--- src/smspi_regs.vh ---
// Constants of the serial memory SPI front end
`ifndef SMSPI_REGS_VH
`define SMSPI_REGS_VH
`define SMSPI_CLK_MHZ        25
`define SMSPI_RECALL_US      50
`define SMSPI_RECALL_CYC     ((`SMSPI_RECALL_US) * (`SMSPI_CLK_MHZ))
`define SMSPI_CNT_W          11
`define SMSPI_BYTE_W         8
`define SMSPI_FIFO_DEPTH     8
`define SMSPI_OP_W           8
`define SMSPI_BIT_MSB        3'h7
`endif

--- src/smspi_fifo.v ---
// Parameterised valid/ready FIFO for the serial memory front end
`timescale 1ns/1ps
`default_nettype none
module smspi_fifo #(
  parameter WIDTH = 8,
  parameter DEPTH = 8,
  parameter AW    = 3
) (
  input  wire             clk_sys_i,
  input  wire             rstn_i,
  input  wire             ce_i,
  input  wire             flush_i,
  input  wire [WIDTH-1:0] in_data_i,
  input  wire             in_valid_i,
  output wire             in_ready_o,
  output wire [WIDTH-1:0] out_data_o,
  output wire             out_valid_o,
  input  wire             out_ready_i
);
  reg [WIDTH-1:0] mem [0:DEPTH-1];
  reg [AW-1:0]    wr_ptr;
  reg [AW-1:0]    rd_ptr;
  reg [AW:0]      count;
  wire            push;
  wire            pop;

  assign in_ready_o  = (count != DEPTH[AW:0]);
  assign out_valid_o = (count != {(AW+1){1'b0}});
  assign out_data_o  = mem[rd_ptr];
  assign push        = ce_i & in_valid_i & in_ready_o;
  assign pop         = ce_i & out_valid_o & out_ready_i;

  always @(posedge clk_sys_i) begin
    if (push) begin
      mem[wr_ptr] <= in_data_i;
    end
  end

  always @(posedge clk_sys_i or negedge rstn_i) begin
    if (!rstn_i) begin
      wr_ptr <= {AW{1'b0}};
      rd_ptr <= {AW{1'b0}};
      count  <= {(AW+1){1'b0}};
    end else if (ce_i) begin
      if (flush_i) begin
        wr_ptr <= {AW{1'b0}};
        rd_ptr <= {AW{1'b0}};
        count  <= {(AW+1){1'b0}};
      end else begin
        if (push) begin
          wr_ptr <= wr_ptr + {{(AW-1){1'b0}}, 1'b1};
        end
        if (pop) begin
          rd_ptr <= rd_ptr + {{(AW-1){1'b0}}, 1'b1};
        end
        if (push && !pop) begin
          count <= count + {{AW{1'b0}}, 1'b1};
        end else if (pop && !push) begin
          count <= count - {{AW{1'b0}}, 1'b1};
        end
      end
    end
  end
endmodule // smspi_fifo
`default_nettype wire

--- src/smspi_front_end.v ---
// Slave serial port front end of a nonvolatile serial SRAM
`timescale 1ns/1ps
`default_nettype none
`include "smspi_regs.vh"
module smspi_front_end (
  input  wire       clk_sys_i,
  input  wire       rstn_i,
  input  wire       ce_i,
  input  wire       cs_n_i,
  input  wire       sck_i,
  input  wire       si_i,
  input  wire       hold_n_i,
  output wire       so_o,
  output wire       so_oe_n_o,
  output reg  [7:0] rx_data_o,
  output wire       rx_valid_o,
  input  wire       rx_ready_i,
  output reg        rx_first_o,
  output reg        rx_overrun_o,
  input  wire [7:0] tx_data_i,
  input  wire       tx_load_i,
  output reg        tx_taken_o,
  output reg        selected_o,
  output reg        frame_end_o,
  output reg        paused_o,
  input  wire       recall_start_i,
  output reg        recall_busy_o,
  output reg        recall_done_o
);
  localparam ST_IDLE   = 3'b001;
  localparam ST_ACTIVE = 3'b010;
  localparam ST_HOLD   = 3'b100;

  reg  [1:0] cs_sync;
  reg  [1:0] sck_sync;
  reg  [1:0] si_sync;
  reg  [1:0] hold_sync;
  reg        sck_q;
  reg        cs_q;
  reg        armed;
  reg  [2:0] state;
  reg  [2:0] next_state;
  reg  [2:0] bit_cnt;
  reg  [7:0] rx_shift;
  reg  [7:0] tx_shift;
  reg        tx_pending;
  reg  [7:0] tx_hold_reg;
  reg        so_bit;
  reg        first_byte;
  reg        push;
  reg [`SMSPI_CNT_W-1:0] recall_cnt;
  wire       cs_n;
  wire       sck;
  wire       si;
  wire       hold_n;
  wire       sck_rise;
  wire       sck_fall;
  wire       cs_fall;
  wire       cs_rise;
  wire       fifo_in_ready;
  wire [31:0] recall_load;

  // Two-stage synchronisers for every pin
  always @(posedge clk_sys_i or negedge rstn_i) begin
    if (!rstn_i) begin
      // Starts low so a select held low at power-up never looks like a fall
      cs_sync   <= 2'h0;
      sck_sync  <= 2'h0;
      si_sync   <= 2'h0;
      hold_sync <= 2'h3;
    end else if (ce_i) begin
      cs_sync   <= {cs_sync[0], cs_n_i};
      sck_sync  <= {sck_sync[0], sck_i};
      si_sync   <= {si_sync[0], si_i};
      hold_sync <= {hold_sync[0], hold_n_i};
    end
  end

  assign cs_n     = cs_sync[1];
  assign sck      = sck_sync[1];
  assign si       = si_sync[1];
  assign hold_n   = hold_sync[1];
  assign sck_rise = sck & ~sck_q;
  assign sck_fall = ~sck & sck_q;
  assign cs_fall  = ~cs_n & cs_q;
  assign cs_rise  = cs_n & ~cs_q;

  always @(posedge clk_sys_i or negedge rstn_i) begin
    if (!rstn_i) begin
      sck_q <= 1'b0;
      cs_q  <= 1'b0;
    end else if (ce_i) begin
      sck_q <= sck;
      cs_q  <= cs_n;
    end
  end

  // Frame and pause control
  always @* begin
    next_state = state;
    case (state)
      ST_IDLE: begin
        if (cs_fall) begin
          next_state = ST_ACTIVE;
        end
      end
      ST_ACTIVE: begin
        if (cs_n) begin
          next_state = ST_IDLE;
        end else if (!hold_n && (!sck || sck_fall)) begin
          next_state = ST_HOLD;
        end
      end
      ST_HOLD: begin
        if (cs_n) begin
          next_state = ST_IDLE;
        end else if (hold_n && (!sck || sck_fall)) begin
          next_state = ST_ACTIVE;
        end
      end
      default: begin
        next_state = ST_IDLE;
      end
    endcase
  end

  always @(posedge clk_sys_i or negedge rstn_i) begin
    if (!rstn_i) begin
      state <= ST_IDLE;
      armed <= 1'b0;
    end else if (ce_i) begin
      state <= next_state;
      armed <= 1'b1;
    end
  end

  // Receive and transmit shifters, most significant bit first
  always @(posedge clk_sys_i or negedge rstn_i) begin
    if (!rstn_i) begin
      bit_cnt      <= 3'h0;
      rx_shift     <= 8'h00;
      tx_shift     <= 8'hFF;
      tx_pending   <= 1'b0;
      tx_hold_reg  <= 8'hFF;
      so_bit       <= 1'b1;
      first_byte   <= 1'b1;
      push         <= 1'b0;
      rx_data_o    <= 8'h00;
      rx_first_o   <= 1'b0;
      rx_overrun_o <= 1'b0;
      tx_taken_o   <= 1'b0;
      selected_o   <= 1'b0;
      frame_end_o  <= 1'b0;
      paused_o     <= 1'b0;
    end else if (ce_i) begin
      push        <= 1'b0;
      tx_taken_o  <= 1'b0;
      frame_end_o <= armed & (state != ST_IDLE) & cs_rise;
      selected_o  <= (state != ST_IDLE);
      paused_o    <= (state == ST_HOLD);
      if (tx_load_i) begin
        tx_hold_reg <= tx_data_i;
        tx_pending  <= 1'b1;
      end
      if (push && fifo_in_ready) begin
        rx_overrun_o <= 1'b0;
      end
      if (state == ST_IDLE) begin
        bit_cnt    <= 3'h0;
        first_byte <= 1'b1;
        if (cs_fall) begin
          rx_overrun_o <= 1'b0;
        end
      end else if (state == ST_ACTIVE && !cs_n) begin
        if (sck_rise) begin
          rx_shift <= {rx_shift[6:0], si};
          bit_cnt  <= bit_cnt + 3'h1;
          if (bit_cnt == `SMSPI_BIT_MSB) begin
            rx_data_o  <= {rx_shift[6:0], si};
            rx_first_o <= first_byte;
            first_byte <= 1'b0;
            push       <= 1'b1;
            if (!fifo_in_ready) begin
              rx_overrun_o <= 1'b1;
            end
          end
        end
        if (sck_fall) begin
          if (bit_cnt == 3'h0) begin
            so_bit     <= tx_pending ? tx_hold_reg[7] : 1'b1;
            tx_shift   <= tx_pending ? {tx_hold_reg[6:0], 1'b1} : 8'hFF;
            tx_pending <= tx_load_i;
            tx_taken_o <= tx_pending;
          end else begin
            so_bit   <= tx_shift[7];
            tx_shift <= {tx_shift[6:0], 1'b1};
          end
        end
      end
    end
  end

  // Output floats when deselected or held, follows hold at once
  assign so_o      = so_bit;
  assign so_oe_n_o = cs_n_i | ~hold_n_i | (state == ST_IDLE);

  smspi_fifo #(
    .WIDTH (`SMSPI_BYTE_W),
    .DEPTH (`SMSPI_FIFO_DEPTH),
    .AW    (3)
  ) u_rx_fifo (
    .clk_sys_i   (clk_sys_i),
    .rstn_i      (rstn_i),
    .ce_i        (ce_i),
    .flush_i     (1'b0),
    .in_data_i   (rx_data_o),
    .in_valid_i  (push),
    .in_ready_o  (fifo_in_ready),
    .out_data_o  (),
    .out_valid_o (rx_valid_o),
    .out_ready_i (rx_ready_i)
  );

  // Software recall timer
  assign recall_load = `SMSPI_RECALL_CYC - 2;

  always @(posedge clk_sys_i or negedge rstn_i) begin
    if (!rstn_i) begin
      recall_cnt    <= {`SMSPI_CNT_W{1'b0}};
      recall_busy_o <= 1'b0;
      recall_done_o <= 1'b0;
    end else if (ce_i) begin
      recall_done_o <= 1'b0;
      if (recall_busy_o) begin
        if (recall_cnt == {`SMSPI_CNT_W{1'b0}}) begin
          recall_busy_o <= 1'b0;
          recall_done_o <= 1'b1;
        end else begin
          recall_cnt <= recall_cnt - {{(`SMSPI_CNT_W-1){1'b0}}, 1'b1};
        end
      end else if (recall_start_i) begin
        recall_busy_o <= 1'b1;
        recall_cnt    <= recall_load[`SMSPI_CNT_W-1:0];
      end
    end
  end
endmodule // smspi_front_end
`default_nettype wire

--- config.mk ---
export PLATFORM = sky130hd
export DESIGN_NAME = smspi_front_end
export DESIGN_NICKNAME = d
export VERILOG_FILES = /design/src/smspi_fifo.v /design/src/smspi_front_end.v
export VERILOG_INCLUDE_DIRS = /design/src
export SDC_FILE = /design/constraint.sdc
export NUM_CORES = 1
export LEC_CHECK = 0
export ABC_AREA = 1
export BUFFER_PORTS_ARGS = -buffer_cell sky130_fd_sc_hd__buf_2
export CORE_UTILIZATION = 50
export CTS_CLUSTER_SIZE = 10
export DETAILED_ROUTE_END_ITERATION = 8
export GPL_TIMING_DRIVEN = 0
export PLACE_DENSITY = 0.8
export SLEW_MARGIN = 20
export SYNTH_ARGS = -nofsm -noshare
export SYNTH_HDL_FRONTEND = slang
export SYNTH_SLANG_ARGS = --single-unit
--- constraint.sdc ---
create_clock -name clk_sys_i -period 2.59 [get_ports clk_sys_i]
set_clock_uncertainty 0.1 [all_clocks]
set_input_delay 0.6475 -clock clk_sys_i [delete_from_list [all_inputs] [get_ports clk_sys_i]]
set_output_delay 0.6475 -clock clk_sys_i [all_outputs]
set_load 0.05 [all_outputs]
==> results of run 1 <==
## worst max-delay path, cell delays in order
cell      delay [ps]
buf_2            180
buf_2            250
clkbuf_2         270
nand3_1          110
ha_1             210
inv_1            120
ha_1             280
a21oi_1          130
and2_1           140
xor2_1           150
nand2_1           60
nand2_1           60
## per-stage QoR
step / util / TNS [ps] / total power [mW]
floorplan: - / 0 / 2.60
detailed placement: 0.568 / -569 / 2.91
CTS: 0.607 / 0 / 4.10
finish: 0.608 / 0 / 4.07
global placement: 0.565 / -506 / 2.84
global route: 0.608 / 0 / 4.33
## how the worst min path moves through the flow
| stage | from | end | cells after the start |
|---|---|---|---|
| floorplan | rstn_i | armed | 0 |
| global placement | rx_first_o | rx_first_o | 2 |
| detailed placement | armed | armed | 1 |
| CTS | rstn_i | u_rx_fifo.count[0] | 1 |
| global route | rstn_i | u_rx_fifo.count[0] | 1 |
| finish | rstn_i | u_rx_fifo.count[0] | 1 |
## report_power, final
part	internal [mW]	total, mW	leakage [nW]	switching [mW]
Clock	0.763	1.18	0.134	0.414
Sequential	1.48	1.69	0.908	0.209
Combinational	0.401	1.21	1.10	0.805
Total	2.64	4.07	2.14	1.43
## logic make-up (layout without fill, tap and decap cells)
logic type | Yosys count | after routing | share of synthesized area
fa+ha+maj | 9 | 9 | 0.0337
buf+inv | 49 | 102 | 0.0636
simple gates | 232 | 232 | 0.281
xor+xnor | 6 | 6 | 0.0148
compound gates | 43 | 43 | 0.0640
mux | 5 | 5 | 0.0158
flops | 74 | 74 | 0.527
## metal layers
layer | GRT usage | routed length [um] | vias to the layer above
li1 | - | - | 1425
met1 | 0.244 | 3100 | 1317
met2 | 0.361 | 3320 | 51
met3 | 0.0457 | 214 | 7
met4 | 0.0682 | 55 | 0
met5 | 0 | 0 | -
## cell usage after synthesis
library cell and n:
buf_4 1, xor2_1 5, mux2_2 5, fa_1 1
dfrtp_1 54, nor3_2 1, nor3_1 3, clkbuf_1 2
inv_1 33, nand3_2 7, buf_8 1, a21oi_1 5
buf_6 3, nor2_2 3, or2_2 1, o21a_1 1
ha_1 8, inv_2 5, o211ai_1 4, dfstp_2 20
o21ai_0 22, nor2_1 38, nand4_1 3, nand3_1 26
nor2_4 2, nand2_1 145, o21ai_1 11, and2_1 1
buf_2 4, xnor2_1 1, nand3b_1 2
## layout make-up
| type | count | area (um2) |
|---|---|---|
| multi-input cells | 295 | 1460 |
| flip-flops and latches | 74 | 1880 |
| repair buffers | 37 | 203 |
| well taps | 96 | 120 |
| plain buffers | 11 | 85.1 |
| inverters | 38 | 143 |
| clock inverters | 5 | 125 |
| clock buffers | 11 | 141 |
| fillers | 643 | 2680 |
==> results.yml, run 1 <==
outcome:
  status: "finished clean"
routing:
  firstDrtPassIters: 4
  drt-total-wl_um: 6690
  ant_nets: 0
  drtIter0Drc: 67
  via_per_inst: 4.94
  remaining_drc_errors: 0
  vias: 2800
  wl_per_cell_um: 11.8
grt:
  grt_pass1_vias: 2746
  grt_pass1_wl_um: 11800
  grt_max_degree: 44
  track_usage: 0.203
  overflow: 0
  antenna_found_initial: 0
floorplan:
  die_w_um: 86.4
  coreArea_um2: 6830
  placementRows: 30
  die_area_um2: 7460
  boundaryPins: 37
  die_y_um: 86.4
  start_util: 0.521
cts:
  cts_sinks: 74
  cts_root_buffer: "clkbuf_8"
  clk_path_buf_depth: 2
  clk_pin_slew_ps: 80
  cts_buffers: 9
  clock_latency_ps: 340
  cts_tree: "built"
  ctsHoldBuffers: 0
  post_cts_resized: 0
  cts_setup_buffers: 0
  cts_max_level: 3
place:
  placed_area_um2: 3880
  gp_congestion: 0.875
  io_buffers: 36
  pre_cts_ws_ps: -330
  placed_cells: 551
  hpwl_um: 4780
power_and_ir_drop:
  p_per_area_nw_per_um2: 980
  ir_drop_mv: 0.629
  power_leakage_nw: 2.14
critical_path:
  crit_start: "ce_i"
  arrival_ps: 2600
  cp-endpoint: "u_rx_fifo.count[3]"
  critPathKind: "in -> reg"
  start_kind: "input port"
  endpoint_kind: "register"
  reg2reg_depth: 12
  critPathRequiredTime_ps: 2780
  r2r_start: "u_rx_fifo.count[0]"
  crit_path_max_fanout: 10
  rr_endpoint: "u_rx_fifo.count[3]"
  reg2reg_slack_ps: 400
timing:
  timing.slew.headroom: 0.663
  finalSetupViolCount: 0
  worst_slack_ps: 178
  fmax_ghz: 0.415
  fin_crit_ps: 2410
  fin_crit_sh: 0.931
  whs_ps: 125
  worstMarginPinSlew_ps: 504
  rsz0062_at_grt: "no"
  maxSlewViolCount: 0
  hold_violations: 0
final_layout:
  most-common-layout-cells: "145 x nand2_1, 54 x dfrtp_1, 39 x buf_2, 38 x nor2_1, 33 x inv_1"
  final_area_um2: 4150
  num_antenna_cells: 0
  largest_reg_flops: 11
  final_common_cell: "nand2_1"
  instances_no_fill: 567
  syn2layout_area_growth_pct: 16.6
  nets: 493
  layout-drive-gt1-share: 0.225
synth:
  syn-cell-area_um2: 3560
  yosys.area.top_type: "dfrtp_1"
  avgSynthCellArea_um2: 8.52
  yosys-top-cells-area: "dfrtp_1 38%, nand2_1 15%, dfstp_2 15%"
  synth_nets: 445
  synthCells: 418
  synth_cell_types: 31
  synth_top_area_share: 0.380
  yosys_warnings: 0
  synth-seq-cells: 74
  seq_area_frac_synth: 0.527
worst_hold_path:
  hp-class: "in -> async"
flow_run:
  drv_cap: 0
No activity file was read; power rests on OpenSTA's default activity.
==> run 2: changes to the inputs <==
--- a/config.mk
+++ b/config.mk
@@ -6,13 +6,12 @@
 export SDC_FILE = /design/constraint.sdc
 export NUM_CORES = 1
 export LEC_CHECK = 0
-export ABC_AREA = 1
 export BUFFER_PORTS_ARGS = -buffer_cell sky130_fd_sc_hd__buf_2
 export CORE_UTILIZATION = 50
 export CTS_CLUSTER_SIZE = 10
 export DETAILED_ROUTE_END_ITERATION = 8
 export GPL_TIMING_DRIVEN = 0
-export PLACE_DENSITY = 0.8
+export PLACE_DENSITY = 0.81
 export SLEW_MARGIN = 20
 export SYNTH_ARGS = -nofsm -noshare
 export SYNTH_HDL_FRONTEND = slang
==> run 2 against run 1 <==
  * The flow now finishes with violations (DRC)
  * Register-to-register slack got worse by 210 ps
  * Synthesized area decreased by 3.7%
  * Utilization increased by 1.7 points
  * Combinational power decreased by 34%
  * Cell area decreased by 2.3%
  * Critical path type is now reg -> out
  * Critical endpoint is now so_oe_n_o
  * Largest cell class unchanged
  * Highest routed layer unchanged
==> results.yml, run 2 <==
final_layout:
  fill_cells: 507
  most-common-layout-cells: "52 x dfrtp_1, 37 x o21ai_0, 35 x mux2_2, 35 x buf_2, 28 x nand2_1"
  largest_reg_flops: 11
  nets: 381
  syn2layout_area_growth_pct: 18.3
  instances_no_fill: 436
  layout-drive-gt1-share: 0.368
  final_area_um2: 4060
  num_antenna_cells: 0
  final_common_cell: "dfrtp_1"
critical_path:
  arrival_ps: 1720
  critPathKind: "reg -> out"
  start_kind: "register"
  crit_chain: "clkbuf_2, nor3b_4, or3b_2, buf_2"
  slowest_stage: "dfstp_2"
  crit_path_max_incr_delay_ps: 520
  critPathRequiredTime_ps: 1840
  crit_path_max_fanout: 9
  endpoint_kind: "primary output"
floorplan:
  die_y_um: 84.8
  placementRows: 29
  start_util: 0.528
  die_area_um2: 7190
  die_w_um: 84.8
  boundaryPins: 37
  coreArea_um2: 6490
synth:
  seq_area_frac_synth: 0.548
  synth_nets: 330
  yosys.area.top_type: "dfrtp_1"
  synth_edf_count: 0
  synth.most_common_cell: "dfrtp_1"
  synth-seq-cells: 74
  yosys_warnings: 0
  synth_top_area_share: 0.394
  yosys-top-cells-area: "dfrtp_1 39%, dfstp_2 15%, mux2_2 12%"
  synth_cell_types: 48
  synthTopCellsByCount: "54 x dfrtp_1, 37 x o21ai_0, 35 x mux2_2"
  synthCells: 303
  async_flop_share: 1.00
  avgSynthCellArea_um2: 11.3
  synth_ff_type: "dfrtp_1"
  syn-cell-area_um2: 3430
cts:
  cts_root_buffer: "clkbuf_8"
  clock_latency_ps: 360
  cts_max_level: 3
  clk_pin_slew_ps: 80
  clk_path_buf_depth: 2
  cts_sinks: 74
  cts_buffers: 9
  cts_tree: "built"
routing:
  drt-total-wl_um: 6670
  ant_nets: 0
  via_per_inst: 5.79
  wl_per_cell_um: 15.3
  remaining_drc_errors: 2
  drtIter0Drc: 179
  firstDrtPassIters: 6
  vias: 2525
timing:
  worst_slack_ps: 119
  fin_crit_ps: 2470
  finalSetupViolCount: 0
  rsz0062_at_grt: "no"
  timing.slew.headroom: 0.643
  fmax_ghz: 0.405
  maxSlewViolCount: 0
  whs_ps: 37.7
  hold_violations: 0
  fin_crit_sh: 0.954
  worstMarginPinSlew_ps: 536
grt:
  antenna_found_initial: 0
  grt_max_degree: 62
  grt_pass1_wl_um: 11600
  overflow: 0
  track_usage: 0.209
  grt_pass1_vias: 2446
outcome:
  violations: "DRC"
  status: "complete, but fails checks"
power_and_ir_drop:
  p_per_area_nw_per_um2: 851
  power_leakage_nw: 1.84
  ir_drop_mv: 0.578
  p_total_mw: 3.45
place:
  gp_congestion: 0.804
  placed_cells: 417
  hpwl_um: 4460
  io_buffers: 36
  pre_cts_ws_ps: -442
  placed_area_um2: 3750
worst_hold_path:
  hp-class: "in -> async"
flow_run:
  drv_cap: 0
run 2: cell count changes after synthesis, moves of 15 or more:
cell,change
nand2_1,-117
nand3_1,-18
nor2_1,-29
o21ai_0,+15
mux2_2,+30
inv_1,-23
run 2: worst max-delay path: cells and delay by family, from the launching register on:
family,cells,cell delay (ps)
flip-flops,1,520
buffers and inverters,2,440
AND/OR/NAND/NOR,2,420
run 2: path summary, 6_finish.rpt:
kind	start	end	slack, ps	depth (start not counted)
setup / recovery	state[0]	so_oe_n_o	120	4
hold / removal	rstn_i	u_rx_fifo.count[3]	40	1
setup reg to reg	u_rx_fifo.count[1]	u_rx_fifo.count[3]	190	11
hold reg to reg	first_byte	first_byte	370	2
max in group asynchronous	rstn_i	tx_shift[2]	1750	2
min in group clk_sys_i	first_byte	first_byte	370	2
run 2: cell families after synthesis:
group,after synthesis,synth area share
and+or+nand+nor,95,0.156
adders and majority gates,9,0.0351
buffers and inverters,24,0.0263
muxes,38,0.124
xor gates and xnor gates,2,0.00511
AOI/OAI and AO/OA,61,0.107
DFF,74,0.548
run 2: stage by stage:
stage                     TNS, ps   util
final                           0  0.624
after global routing            0  0.624
after global placement       -464  0.572
after CTS                       0  0.617
after floorplan                 0      -
after detailed placement     -532  0.577
run 2: what timing repair did:
item / CTS / global route
buffers inserted: 0 / 5
gates resized for setup: 5 / 6
pin swaps: 0 / 1
endpoints found under the setup margin: 2 / 2
hold buffers: 0 / 0
hold endpoints to repair: 0 / 0
run 2: final cells by class:
| class | count | area [um2] | share of cell area |
|---|---|---|---|
| Multi-Input combinational cell | 205 | 1490 | 0.368 |
| Clock buffer | 10 | 128 | 0.0315 |
| Sequential cell | 74 | 1880 | 0.463 |
| Tap cell | 77 | 96.3 | 0.0238 |
| Inverter | 10 | 37.5 | 0.00926 |
| Timing Repair Buffer | 42 | 248 | 0.0611 |
| Clock inverter | 6 | 114 | 0.0281 |
| Buffer | 12 | 60.1 | 0.0148 |
run 2: routing by layer:
metal | share of wire | up-vias | global-route usage
li1 | - | 1192 | -
met1 | 0.45 | 1269 | 0.273
met2 | 0.50 | 49 | 0.330
met3 | 0.036 | 15 | 0.0393
met4 | 0.021 | 0 | 0.117
met5 | 0 | - | 0
run 2: where the power goes:
part / switching (mW) / internal [mW]
clock network: 0.444 / 0.643
registers: 0.180 / 1.39
logic: 0.442 / 0.352
==> run 3: changes to the inputs <==
--- a/config.mk
+++ b/config.mk
@@ -8,10 +8,11 @@
 export LEC_CHECK = 0
 export BUFFER_PORTS_ARGS = -buffer_cell sky130_fd_sc_hd__buf_2
 export CORE_UTILIZATION = 50
+export CTS_CLUSTER_DIAMETER = 60
 export CTS_CLUSTER_SIZE = 10
 export DETAILED_ROUTE_END_ITERATION = 8
 export GPL_TIMING_DRIVEN = 0
-export PLACE_DENSITY = 0.81
+export PLACE_DENSITY = 0.7
 export SLEW_MARGIN = 20
 export SYNTH_ARGS = -nofsm -noshare
 export SYNTH_HDL_FRONTEND = slang
==> run 3 against run 2 <==
  * Largest power group unchanged
  * Routed wire length decreased by 3.1%
  * First-iteration DRC count decreased by 65%
  * The run still ends with DRC left
  * Via count decreased by 4.6%
  * Clock power about the same
  * Critical path depth unchanged
  * Global-route usage decreased by 1.2 points
  * Utilization increased by 0.096 points
  * Power decreased by 1.0%
  * Count of clock-buffer cells in the layout decreased by 1
  * Maximum frequency decreased by 2.1%
==> results.yml, run 3 (synthesis results as in run 2) <==
outcome:
  status: "complete, but fails checks"
  violations: "DRC"
floorplan:
  die_y_um: 84.8
  die_w_um: 84.8
  boundaryPins: 37
  coreArea_um2: 6490
  placementRows: 29
  die_area_um2: 7190
  start_util: 0.528
critical_path:
  crit_path_max_fanout: 9
  reg2reg_slack_ps: 140
  reg2reg_depth: 11
  crit_path_max_incr_delay_ps: 450
  r2r_start: "u_rx_fifo.count[2]"
  endpoint_kind: "primary output"
  start_kind: "register"
  critPathKind: "reg -> out"
  critPathRequiredTime_ps: 1840
  slowest_stage: "or3b_2"
  arrival_ps: 1780
  rr_endpoint: "u_rx_fifo.count[3]"
  crit_chain: "clkbuf_1, nor3b_4, or3b_2, buf_2"
power_and_ir_drop:
  power.switching_mw: 1.04
  power_leakage_nw: 1.84
  power.share.combinational: 0.233
  switching_share: 0.304
  intPower_mw: 2.38
  p_clk_frac: 0.312
  p_per_area_nw_per_um2: 841
  ir_drop_mv: 0.558
  seq_power_share: 0.454
cts:
  clk_pin_slew_ps: 80
  cts_buffers: 9
  cts_max_level: 3
  cts_sinks: 74
  clock_latency_ps: 340
  clk_path_buf_depth: 2
  cts_root_buffer: "clkbuf_8"
  cts_tree: "built"
routing:
  via_per_inst: 5.52
  ant_nets: 0
  remaining_drc_errors: 1
  vias: 2408
  wl_per_cell_um: 14.8
  firstDrtPassIters: 7
  drt-total-wl_um: 6460
  drtIter0Drc: 63
timing:
  timing.slew.headroom: 0.612
  rsz0062_at_grt: "no"
  whs_ps: 92.2
  fmax_ghz: 0.396
  worstMarginPinSlew_ps: 582
  fin_crit_sh: 0.975
  maxSlewViolCount: 0
  hold_violations: 0
  fin_crit_ps: 2530
  finalSetupViolCount: 0
place:
  io_buffers: 36
  gp_congestion: 0.791
  hpwl_um: 4370
grt:
  overflow: 0
  grt_max_degree: 53
  track_usage: 0.197
  grt_pass1_wl_um: 11000
  antenna_found_initial: 0
  grt_pass1_vias: 2412
worst_hold_path:
  hp-class: "in -> async"
final_layout:
  utilization: 0.625
  most-common-layout-cells: "53 x dfrtp_1, 37 x o21ai_0, 35 x mux2_2, 35 x buf_2, 28 x nand2_1"
  final_common_cell: "dfrtp_1"
  fill_cells: 533
  nets: 381
  largest_reg_flops: 11
  syn2layout_area_growth_pct: 18.5
  layout-drive-gt1-share: 0.359
  num_antenna_cells: 0
flow_run:
  drv_cap: 0
run 3: changes by cell type in the layout (fill, tap and decap cells not counted), sizes merged:
cell    before  now
clkbuf      19   18
inv         11   10
clkinv       0    2
run 3: power groups by stage:
stage               logic [mW]  registers (mW)  clock network (mW)
global placement         0.713            1.54                   0
CTS                      0.780            1.54                1.10
global route             0.887            1.58                1.15
detailed placement       0.740            1.55                   0
finish                   0.796            1.55                1.07
floorplan                0.511            1.57                   0
run 3: layout make-up:
cell class                      instances  area, um2  share of cell area
Clock buffer                            9        124              0.0305
Multi-Input combinational cell        205       1500               0.369
Tap cell                               77       96.3              0.0237
Timing Repair Buffer                   42        248              0.0610
Buffer                                 12       62.6              0.0154
Inverter                               10       37.5             0.00924
Clock inverter                          7        118              0.0290
Sequential cell                        74       1880               0.462
run 3: worst max path at each step:
stage | start | end | slack (ps) | cells past startpoint
final | state[1] | so_oe_n_o | 60 | 4
after global routing | u_rx_fifo.count[2] | u_rx_fifo.count[3] | 6 | 11
after CTS | u_rx_fifo.count[0] | u_rx_fifo.count[3] | 2 | 11
after detailed placement | ce_i | u_rx_fifo.count[3] | -420 | 11
after global placement | ce_i | u_rx_fifo.count[3] | -420 | 11
after floorplan | u_rx_fifo.count[0] | u_rx_fifo.count[3] | 0.9 | 10
run 3: per-layer routing:
layer,global-route usage,up-vias,part of all wire
met5,0,-,0
met4,0.0817,0,0.017
met3,0.0590,11,0.036
met2,0.313,42,0.48
met1,0.254,1172,0.47
li1,-,1183,-
run 3: repair_timing:
item / 4_1_cts / 5_1_grt
hold endpoints to repair: 0 / 0
gates resized for setup: 4 / 6
pin swaps: 0 / 1
hold buffers: 0 / 0
setup endpoints to repair: 2 / 2
gates cloned: 0 / 0
buffers inserted: 1 / 4
run 3: critical path: cells and delay by family, from the launching register on:
family,cells,cell delay (ps)
buffers and inverters,2,560
flip-flops,1,340
AND/OR/NAND/NOR,2,550
run 3: through the flow:
stage | total power [mW] | std cells | setup TNS, ps | instance area, um2 | setup slack, ps
2_1_floorplan | 2.09 | 303 | 0 | 3440 | 0.903
3_3_place_gp | 2.26 | 416 | -498 | 3720 | -419
3_5_place_dp | 2.29 | 417 | -494 | 3750 | -415
4_1_cts | 3.42 | 434 | 0 | 4020 | 1.54
5_1_grt | 3.62 | 436 | 0 | 4060 | 5.67
6_report | 3.42 | 436 | 0 | 4060 | 64.3
